## src/rtl/fplsc_pkg.sv

```systemverilog
// Package for the floating-point load/store format conversion datapath.
// Assumes bit 0 of each architectural field is the most significant bit.
package fplsc_pkg;
   // ------------------------------------------------------------
   // Operation codes
   // ------------------------------------------------------------
   typedef enum logic [2:0] {
      FPLSC_OP_LD_SINGLE = 3'h0,
      FPLSC_OP_LD_DOUBLE = 3'h1,
      FPLSC_OP_ST_SINGLE = 3'h2,
      FPLSC_OP_ST_DOUBLE = 3'h3,
      FPLSC_OP_ST_INTWORD = 3'h4
   } fplsc_op_t;
   // ------------------------------------------------------------
   // Formats
   // ------------------------------------------------------------
   localparam int unsigned DBL_EXP_W = 11;
   localparam int unsigned SGL_EXP_W = 8;
   localparam int unsigned SGL_FRAC_W = 23;
   localparam int unsigned DBL_FRAC_W = 52;
   localparam logic [10:0] DBL_EXP_ALL1 = 11'h7FF;
   localparam logic [7:0] SGL_EXP_ALL1 = 8'hFF;
   localparam logic [10:0] SGL_TO_DBL_BIAS = 11'h380;
   localparam logic [10:0] ST_NODENORM_EXP = 11'h380;
   localparam logic [10:0] ST_DENORM_MIN_EXP = 11'h36A;
   localparam logic [4:0] GPR_ZERO = 5'h00;
   localparam int unsigned GPR_IDX_W = 5;
endpackage

```

## src/rtl/fplsc_top.sv

```systemverilog
// Floating-point load/store format conversion with update-form write-back.
// Assumes one operation per valid pulse; memory and register data are synchronous.
`timescale 1ns/1ps
`default_nettype none
// Behaviour
// RQ1: Single load widens 32-bit memory word to double before register write.
// RQ2: Double load copies memory doubleword into register unchanged.
// RQ3: Update load with nonzero base writes address to base and loads data.
// RQ4: Update load with base field zero is flagged as invalid form.
// RQ5: Single store narrows double register value to 32-bit word.
// RQ6: Exponent above 896 or zero magnitude: word takes bits 0-1 and 5-34.
// RQ7: Too-large magnitudes use the same plain bit-extraction path.
// RQ8: Double store and integer-word store write register bits unchanged.
// RQ9: Converted results match the algorithmic model bit for bit.
// RQ10: Denormal cases use IEEE rebiasing and fraction shifting.
module fplsc_top
(
   input wire logic core_clk,
   input wire logic rst_b,
   input wire logic op_valid,
   input wire fplsc_pkg::fplsc_op_t op_code,
   input wire logic op_update,
   input wire logic [4:0] base_gpr,
   input wire logic [4:0] fp_target_reg,
   input wire logic [63:0] eff_addr,
   input wire logic [63:0] mem_rdata,
   input wire logic [63:0] fp_source_reg,
   output logic fpr_we,
   output logic [4:0] fpr_waddr,
   output logic [63:0] fpr_wdata,
   output logic gpr_we,
   output logic [4:0] gpr_waddr,
   output logic [63:0] gpr_wdata,
   output logic mem_we,
   output logic mem_dword,
   output logic [63:0] mem_wdata,
   output logic invalid_form
);
   // ------------------------------------------------------------
   // Conversion
   // ------------------------------------------------------------
   logic [63:0] widened;
   logic [31:0] narrowed;
   fplsc_convert u_conv
   (
      .sgl_in(mem_rdata[31:0]),
      .dbl_in(fp_source_reg),
      .dbl_out(widened),
      .sgl_out(narrowed)
   );
   // ------------------------------------------------------------
   // Result registers
   // ------------------------------------------------------------
   logic fpr_we_q, fpr_we_d, gpr_we_q, gpr_we_d, mem_we_q, mem_we_d;
   logic mem_dword_q, mem_dword_d, invalid_q, invalid_d;
   logic [4:0] fpr_waddr_q, fpr_waddr_d, gpr_waddr_q, gpr_waddr_d;
   logic [63:0] fpr_wdata_q, fpr_wdata_d, gpr_wdata_q, gpr_wdata_d;
   logic [63:0] mem_wdata_q, mem_wdata_d;
   logic is_load;
   always_comb
   begin
      is_load = (op_code == fplsc_pkg::FPLSC_OP_LD_SINGLE) ||
                (op_code == fplsc_pkg::FPLSC_OP_LD_DOUBLE);
      fpr_we_d = 1'b0;
      gpr_we_d = 1'b0;
      mem_we_d = 1'b0;
      mem_dword_d = mem_dword_q;
      invalid_d = 1'b0;
      fpr_waddr_d = fpr_waddr_q;
      fpr_wdata_d = fpr_wdata_q;
      gpr_waddr_d = gpr_waddr_q;
      gpr_wdata_d = gpr_wdata_q;
      mem_wdata_d = mem_wdata_q;
      if (op_valid && is_load && op_update && base_gpr == fplsc_pkg::GPR_ZERO)
      begin
         invalid_d = 1'b1; // RQ4
      end
      else if (op_valid)
      begin
         case (op_code)
            fplsc_pkg::FPLSC_OP_LD_SINGLE:
            begin
               fpr_we_d = 1'b1;
               fpr_wdata_d = widened; // RQ1
            end
            fplsc_pkg::FPLSC_OP_LD_DOUBLE:
            begin
               fpr_we_d = 1'b1;
               fpr_wdata_d = mem_rdata; // RQ2
            end
            fplsc_pkg::FPLSC_OP_ST_SINGLE:
            begin
               mem_we_d = 1'b1;
               mem_dword_d = 1'b0;
               mem_wdata_d = {32'h0, narrowed}; // RQ5
            end
            fplsc_pkg::FPLSC_OP_ST_DOUBLE:
            begin
               mem_we_d = 1'b1;
               mem_dword_d = 1'b1;
               mem_wdata_d = fp_source_reg; // RQ8
            end
            fplsc_pkg::FPLSC_OP_ST_INTWORD:
            begin
               mem_we_d = 1'b1;
               mem_dword_d = 1'b0;
               mem_wdata_d = {32'h0, fp_source_reg[31:0]}; // RQ8
            end
            default:
            begin
               invalid_d = 1'b1;
            end
         endcase
         if (is_load)
         begin
            fpr_waddr_d = fp_target_reg;
         end
         if (is_load && op_update)
         begin
            gpr_we_d = 1'b1; // RQ3
            gpr_waddr_d = base_gpr;
            gpr_wdata_d = eff_addr;
         end
      end
   end
   always_ff @(posedge core_clk or negedge rst_b)
   begin
      if (!rst_b)
      begin
         fpr_we_q <= 1'b0;
         gpr_we_q <= 1'b0;
         mem_we_q <= 1'b0;
         mem_dword_q <= 1'b0;
         invalid_q <= 1'b0;
         fpr_waddr_q <= 5'h00;
         gpr_waddr_q <= 5'h00;
         fpr_wdata_q <= 64'h0000000000000000;
         gpr_wdata_q <= 64'h0000000000000000;
         mem_wdata_q <= 64'h0000000000000000;
      end
      else
      begin
         fpr_we_q <= fpr_we_d;
         gpr_we_q <= gpr_we_d;
         mem_we_q <= mem_we_d;
         mem_dword_q <= mem_dword_d;
         invalid_q <= invalid_d;
         fpr_waddr_q <= fpr_waddr_d;
         gpr_waddr_q <= gpr_waddr_d;
         fpr_wdata_q <= fpr_wdata_d;
         gpr_wdata_q <= gpr_wdata_d;
         mem_wdata_q <= mem_wdata_d;
      end
   end
   assign fpr_we = fpr_we_q;
   assign fpr_waddr = fpr_waddr_q;
   assign fpr_wdata = fpr_wdata_q;
   assign gpr_we = gpr_we_q;
   assign gpr_waddr = gpr_waddr_q;
   assign gpr_wdata = gpr_wdata_q;
   assign mem_we = mem_we_q;
   assign mem_dword = mem_dword_q;
   assign mem_wdata = mem_wdata_q;
   assign invalid_form = invalid_q;
endmodule // fplsc_top
`default_nettype wire

```

## src/rtl/fplsc_convert.sv

```systemverilog
// Combinational single/double format conversion.
// Assumes operands are presented in the core clock domain by the caller.
`timescale 1ns/1ps
`default_nettype none
module fplsc_convert
(
   input wire logic [31:0] sgl_in,
   input wire logic [63:0] dbl_in,
   output logic [63:0] dbl_out,
   output logic [31:0] sgl_out
);
   // ------------------------------------------------------------
   // Widening of a single operand
   // ------------------------------------------------------------
   always_comb
   begin
      logic [7:0] e;
      logic [22:0] f;
      logic [51:0] fr;
      logic [10:0] de;
      e = sgl_in[30:23];
      f = sgl_in[22:0];
      fr = {f, 29'h0};
      de = 11'h0;
      if (e == fplsc_pkg::SGL_EXP_ALL1)
      begin
         dbl_out = {sgl_in[31], fplsc_pkg::DBL_EXP_ALL1, fr};
      end
      else if (e != 8'h00)
      begin
         dbl_out = {sgl_in[31], {3'h0, e} + fplsc_pkg::SGL_TO_DBL_BIAS, fr}; // RQ10
      end
      else if (f == 23'h0)
      begin
         dbl_out = {sgl_in[31], 63'h0};
      end
      else
      begin
         de = fplsc_pkg::SGL_TO_DBL_BIAS; // RQ10
         for (int i = 0; i < 23; i++)
         begin
            if (fr[51] == 1'b0)
            begin
               fr = {fr[50:0], 1'b0};
               de = de - 11'h001;
            end
         end
         fr = {fr[50:0], 1'b0};
         dbl_out = {sgl_in[31], de, fr};
      end
   end
   // ------------------------------------------------------------
   // Narrowing of a double operand
   // ------------------------------------------------------------
   always_comb
   begin
      logic [10:0] de;
      logic [53:0] mant;
      logic [10:0] sh;
      de = dbl_in[62:52];
      mant = {1'b0, 1'b1, dbl_in[51:0]};
      sh = 11'h0;
      if (de > fplsc_pkg::ST_NODENORM_EXP || dbl_in[62:0] == 63'h0)
      begin
         sgl_out = {dbl_in[63:62], dbl_in[58:29]}; // RQ6 RQ7
      end
      else
      begin
         sh = fplsc_pkg::ST_NODENORM_EXP + 11'h001 - de; // RQ10
         mant = (sh > 11'h036) ? 54'h0 : (mant >> sh);
         sgl_out = {dbl_in[63], 8'h00, mant[51:29]}; // RQ9
      end
   end
endmodule // fplsc_convert
`default_nettype wire

```

## config.mk

```make
export PLATFORM = sky130hd
export DESIGN_NAME = fplsc_top
export DESIGN_NICKNAME = d
export VERILOG_FILES = /design/src/rtl/fplsc_pkg.sv /design/src/rtl/fplsc_top.sv /design/src/rtl/fplsc_convert.sv
export SDC_FILE = /design/constraint.sdc
export NUM_CORES = 1
export LEC_CHECK = 0
export BUFFER_PORTS_ARGS = -buffer_cell sky130_fd_sc_hd__clkbuf_2
export CAP_MARGIN = 0
export CELL_PAD_IN_SITES_DETAIL_PLACEMENT = 1
export CELL_PAD_IN_SITES_GLOBAL_PLACEMENT = 2
export CORE_MARGIN = 4
export CORE_UTILIZATION = 29
export DETAILED_ROUTE_END_ITERATION = 8
export GPL_ROUTABILITY_DRIVEN = 0
export PLACE_DENSITY = 0.9
export SLEW_MARGIN = 20
export SYNTH_ARGS = -nofsm -noshare
export SYNTH_HDL_FRONTEND = slang
export SYNTH_SLANG_ARGS = --single-unit
```

## constraint.sdc

```tcl
create_clock -name core_clk -period 0.8 [get_ports core_clk]
set_input_delay 0.08 -clock core_clk [delete_from_list [all_inputs] [get_ports core_clk]]
set_output_delay 0.08 -clock core_clk [all_outputs]
set_load 0.1 [all_outputs]
```

==> run_results.csv, run 1 <==
group,metric,value,unit
status,status,"stopped before the end",
status,stop_stage,"5_1_grt",
status,error_line,"[ERROR GRT-0232] Routing congestion too high. Check the congestion heatmap in the GUI.",
place,io_buffers,415,
timing,worst-ep-kind,"register input",
synth,synth_edf_count,0,
die,start_util,29.6,%
synth,syn_inst,1821,
synth,synth_cell_types,109,
clock_network,clock-root-buffer,"clkbuf_16",
timing,grt-worst-endpoint,"fpr_wdata[58]$_DFFE_PN0P_/D",
synth,syn_area,15700,um^2
die,fp-row-count,84,
synth,ys.flop_type,"dfrtp_1",
synth,ys_warn_count,0,
synth,async_flop_share,100,%
die,die_h,241,um
synth,synth_seq_area_share,33.0,%
synth,synth-seq-cells,207,
place,post-place-cells,3396,
clock_network,ctsLongestPathBuffers,3,
place,post_dp_cell_area,27200,um^2
synth,syn_nets,2051,
clock_network,h-tree-depth,1,
global_route,grt-ovfl-total,96,
die,ioPinCount,416,
synth,avgSynthCellArea,8.61,um^2
clock_network,cts.sinks,207,
global_route,grt_use_total,66.1,%
die,die_w,241,um
clock_network,cts_made_buffers,26,
place,hpwl,71.9,mm
global_route,grt_max_degree,50,
what timing repair did:
action,in CTS
buffers inserted,65
resized for setup,282
pin swaps,121
gates cloned,3
hold endpoints to repair,388
endpoints found under the setup margin,386
hold buffers,183
synthesized netlist by cell type (16+ instances only):
cell | n | share of area (%)
a31oi_1 | 18 | 0.72
a22o_1 | 65 | 3.6
o31ai_1 | 35 | 1.7
a211oi_1 | 29 | 1.4
xnor2_1 | 22 | 1.2
o22ai_1 | 35 | 1.4
nor3_1 | 48 | 1.5
inv_1 | 27 | 0.65
nor4_1 | 28 | 1.1
ha_1 | 21 | 1.7
o21ai_0 | 142 | 4.5
a21oi_1 | 88 | 2.8
nand3b_1 | 16 | 0.77
and3_1 | 24 | 0.96
clkbuf_1 | 92 | 2.2
buf_1 | 18 | 0.43
mux2_2 | 93 | 6.7
nand2_1 | 246 | 5.9
o211ai_1 | 24 | 1.1
a221oi_1 | 19 | 1.1
nand3_1 | 37 | 1.2
dfrtp_1 | 207 | 33
mux2i_1 | 43 | 2.7
nor2_1 | 131 | 3.1
nand4_1 | 16 | 0.64
metal layers:
metal  GRT overflow  GRT usage (%)
met1              5           65.1
met2             39           84.3
met5              0           25.6
met3             10           50.5
met4             42           64.4
logic make-up after synthesis:
logic type               Yosys count  synth area share [%]
AO/OA/AOI/OAI                    596                  26.3
XOR/XNOR                          49                  3.82
buffers and inverters            157                  4.05
flip-flops                       207                  33.0
multiplexers                     149                  11.0
adder cells (fa/ha/maj)           23                  1.80
AND/OR/NAND/NOR                  640                  20.0
metrics by stage:
step,setup WS (ns),TNS (ns),util (%),hold slack (ns)
floorplan,-6.91,-207.22,-,-0.216
global placement,-6.92,-279.09,51.2,-0.0349
detailed placement,-7.25,-299.63,51.2,-0.0261
CTS,-6.41,-277.74,59.6,-0.0135
==> inputs of run 2 (changes only) <==
--- a/config.mk
+++ b/config.mk
@@ -7,13 +7,11 @@
 export LEC_CHECK = 0
 export BUFFER_PORTS_ARGS = -buffer_cell sky130_fd_sc_hd__clkbuf_2
 export CAP_MARGIN = 0
-export CELL_PAD_IN_SITES_DETAIL_PLACEMENT = 1
-export CELL_PAD_IN_SITES_GLOBAL_PLACEMENT = 2
 export CORE_MARGIN = 4
-export CORE_UTILIZATION = 29
+export CORE_UTILIZATION = 30
 export DETAILED_ROUTE_END_ITERATION = 8
 export GPL_ROUTABILITY_DRIVEN = 0
-export PLACE_DENSITY = 0.9
+export PLACE_DENSITY_LB_ADDON = 0.15
 export SLEW_MARGIN = 20
 export SYNTH_ARGS = -nofsm -noshare
 export SYNTH_HDL_FRONTEND = slang
==> constraint.sdc (replaced) <==
create_clock -name core_clk -period 1 [get_ports core_clk]
set_input_delay 0.1 -clock core_clk [delete_from_list [all_inputs] [get_ports core_clk]]
set_output_delay 0.1 -clock core_clk [all_outputs]
set_load 0.1 [all_outputs]
==> run 2 against run 1 <==
Effect of this change:
- the flow now finishes, with violations (negative setup slack)
- synthesized cell count unchanged
- area after synthesis unchanged
==> run_results.csv, run 2 <==
group,metric,value,unit
timing,max_freq,139,MHz
timing,slew_headroom,56.5,%
die,die_h,237,um
setup_path,critPathTopFamily,"adder cells",
timing,worst_slack,-6.18,ns
worst_hold_path,min_to,"mem_wdata[10]",
setup_path,max_stage_delay,0.44,ns
synth,ys_top_cells_by_count,"246 x nand2_1, 207 x dfrtp_1, 142 x o21ai_0",
timing,min_period,7.18,ns
setup_path,crit_type,"input port to flip-flop",
drt,drt_iter0_markers,1861,
power_and_ir_drop,internal-power,26.9,mW
power_and_ir_drop,p_total,49.9,mW
synth,synth_seq_area_share,33.0,%
drt,wl_met3,6.77,mm
synth,async_flop_share,100,%
global_route,grt-ovfl-total,0,
finish,drive_gt1_share,56.0,%
clock_network,cts_tree,"yes",
setup_path,crit_fanout,7,
clock_network,cts.sinks,207,
timing,fin_skew,0,ns
die,fp-row-count,83,
synth,ys_warn_count,0,
setup_path,crit_path_frequent_cell,"ha_1",
worst_hold_path,hp-start,"fp_source_reg[10]",
place,hpwl,63.3,mm
die,die-area,56000,um^2
drt,highest_layer,"met5",
clock_network,cts_made_buffers,25,
setup_path,r2r-end,"gpr_wdata[17]",
setup_path,critical_path_required,1.46,ns
power_and_ir_drop,ir_drop,1220,uV
synth,synth_top_area_share,33.0,%
setup_path,crit_path_start_kind,"input port",
global_route,antenna_found_initial,6,
clock_network,h-tree-depth,1,
synth,synth_cell_types,109,
synth,yosys.area.top_type,"dfrtp_1",
power_and_ir_drop,switchingPower,23.0,mW
place,post_dp_cell_area,27100,um^2
global_route,grt_max_degree,38,
power_and_ir_drop,seqPwrFrac,23.4,%
worst_hold_path,hp-class,"input port to flip-flop",
global_route,grt_pass1_vias,20700,
synth,synth_area_leaders,"dfrtp_1 33%, mux2_2 6.7%, nand2_1 5.9%",
die,ioPinCount,416,
die,die_w,237,um
die,start_util,30.5,%
synth,synth_edf_count,0,
timing,setup_viol,377,
synth,avgSynthCellArea,8.61,um^2
setup_path,cp_slowest_cell,"or4_4",
drt,vias,21000,
synth,syn_inst,1821,
power_and_ir_drop,p_clk_share,17.3,%
finish,finalInstanceArea,33300,um^2
synth,syn_area,15700,um^2
drt,drt-met1-wl,35.0,mm
clock_network,path_clk_slew,0.06,ns
timing,tightest_slew,0.646,ns
global_route,grt_use_total,28.4,%
synth,syn_nets,2051,
timing,rsz0062_at_grt,"true",
place,io_buffers,415,
power_and_ir_drop,cellLeakagePower,15.2,nW
finish,final_cell_mix,"683 x buf_4, 240 x buf_12, 216 x nand2_1",
drt,route.met2.wl,42.2,mm
finish,final_common_cell,"buf_4",
power_and_ir_drop,combPwrFrac,59.3,%
finish,layout.nets,3354,
drt,drc_errors,0,
timing,slew_viol_final,0,
clock_network,clock_latency,0.54,ns
synth,synth-seq-cells,207,
timing,period_share,718,%
drt,wl_per_cell,22.9,um
setup_path,r2r-start,"gpr_wdata[17]",
run,cap_violations,0,
power_and_ir_drop,swShare,46.2,%
worst_hold_path,hold_depth,4,
power_and_ir_drop,pwr_density_cell,1500,nW/um^2
setup_path,worstPathArrival,7.64,ns
drt,dr.pass1.iters,6,
setup_path,reg2reg_setup_slack,-0.08,ns
synth,ys.flop_type,"dfrtp_1",
drt,antenna_left,0,
setup_path,cp.buffers_inverters,4,
setup_path,worstSetupEndpointType,"flip-flop",
drt,vias_per_cell,5.49,
finish,area_growth,112,%
status,status,"complete, but fails checks",
die,core_area,51500,um^2
timing,fin_setup_tns,-183.89,ns
synth,synth.most_common_cell,"nand2_1",
setup_path,r2r_cells,3,
place,dp_worst_setup_slack,-7.05,ns
timing,hold_viol_final,0,
status,violations,"negative setup slack",
global_route,grt_first_pass_wirelength,127,mm
clock_network,ctsLongestPathBuffers,3,
clock_network,clock-root-buffer,"clkbuf_16",
drt,wl,87.5,mm
-- run 2: cell families after synthesis --
family          share of synthesized area [%]
fa+ha+maj                                1.80
mux                                      11.0
simple gates                             20.0
flops                                    33.0
xor+xnor                                 3.82
compound gates                           26.3
buf+inv                                  4.05
-- run 2: tightest hold or removal path, cell delays in order --
cell      delay [ns]
clkbuf_2        0.09
buf_4           0.13
nor2_1          0.11
o31ai_1         0.08
-- run 2: repair_timing --
action	4_1_cts	5_1_grt
resized for setup	234	212
endpoints found under the setup margin	372	372
endpoints found under the hold margin	384	0
setup buffers	92	107
pin swaps	108	122
gates cloned	10	9
hold buffers	177	0
-- run 2: layer usage --
layer | track usage [%] | vias to the layer above
met5 | 0 | -
met4 | 9.25 | 2
met3 | 4.43 | 218
met2 | 48.4 | 1040
met1 | 36.9 | 10200
li1 | - | 9497
-- run 2: area by class of cell --
type / instances / area (um^2)
fill: 3930 / 18200
timing repair buffer: 1400 / 14100
multi-input combinational: 1460 / 12200
sequential: 207 / 5260
tap: 680 / 851
clock buffer: 37 / 701
inverter: 30 / 128
clock inverter: 8 / 47.5
antenna: 7 / 17.5
-- run 2: per-stage QoR --
stage / hold slack, ns / instances / utilization [%]
after floorplan: -0.196 / 1821 / -
after global placement: 0.0113 / 3401 / 52.6
after detailed placement: 0.00850 / 3401 / 52.6
after CTS: 0.00130 / 3720 / 61.3
after global routing: 0.0104 / 3827 / 64.7
final: 0.00404 / 3829 / 64.7
-- run 2: power by group through the flow --
stage / Sequential [mW] / Clock (mW) / Combinational (mW)
finish: 11.7 / 8.63 / 29.6
global route: 11.8 / 9.16 / 30.4
CTS: 11.6 / 8.75 / 28.1
detailed placement: 11.7 / 0 / 26.3
global placement: 11.6 / 0 / 26.2
floorplan: 21.4 / 0 / 4.97
-- run 2: how the worst max path moves through the flow --
stage	startpoint	end	slack [ns]	cells after the start
floorplan	mem_rdata[22]	fpr_wdata[58]	-6.73	40
global placement	mem_rdata[20]	fpr_wdata[58]	-6.82	38
detailed placement	mem_rdata[20]	fpr_wdata[60]	-7.05	39
CTS	mem_rdata[21]	fpr_wdata[58]	-6.14	38
global route	mem_rdata[20]	fpr_wdata[59]	-6.60	39
finish	mem_rdata[20]	fpr_wdata[60]	-6.18	39
No activity file was read; power rests on OpenSTA's default activity.
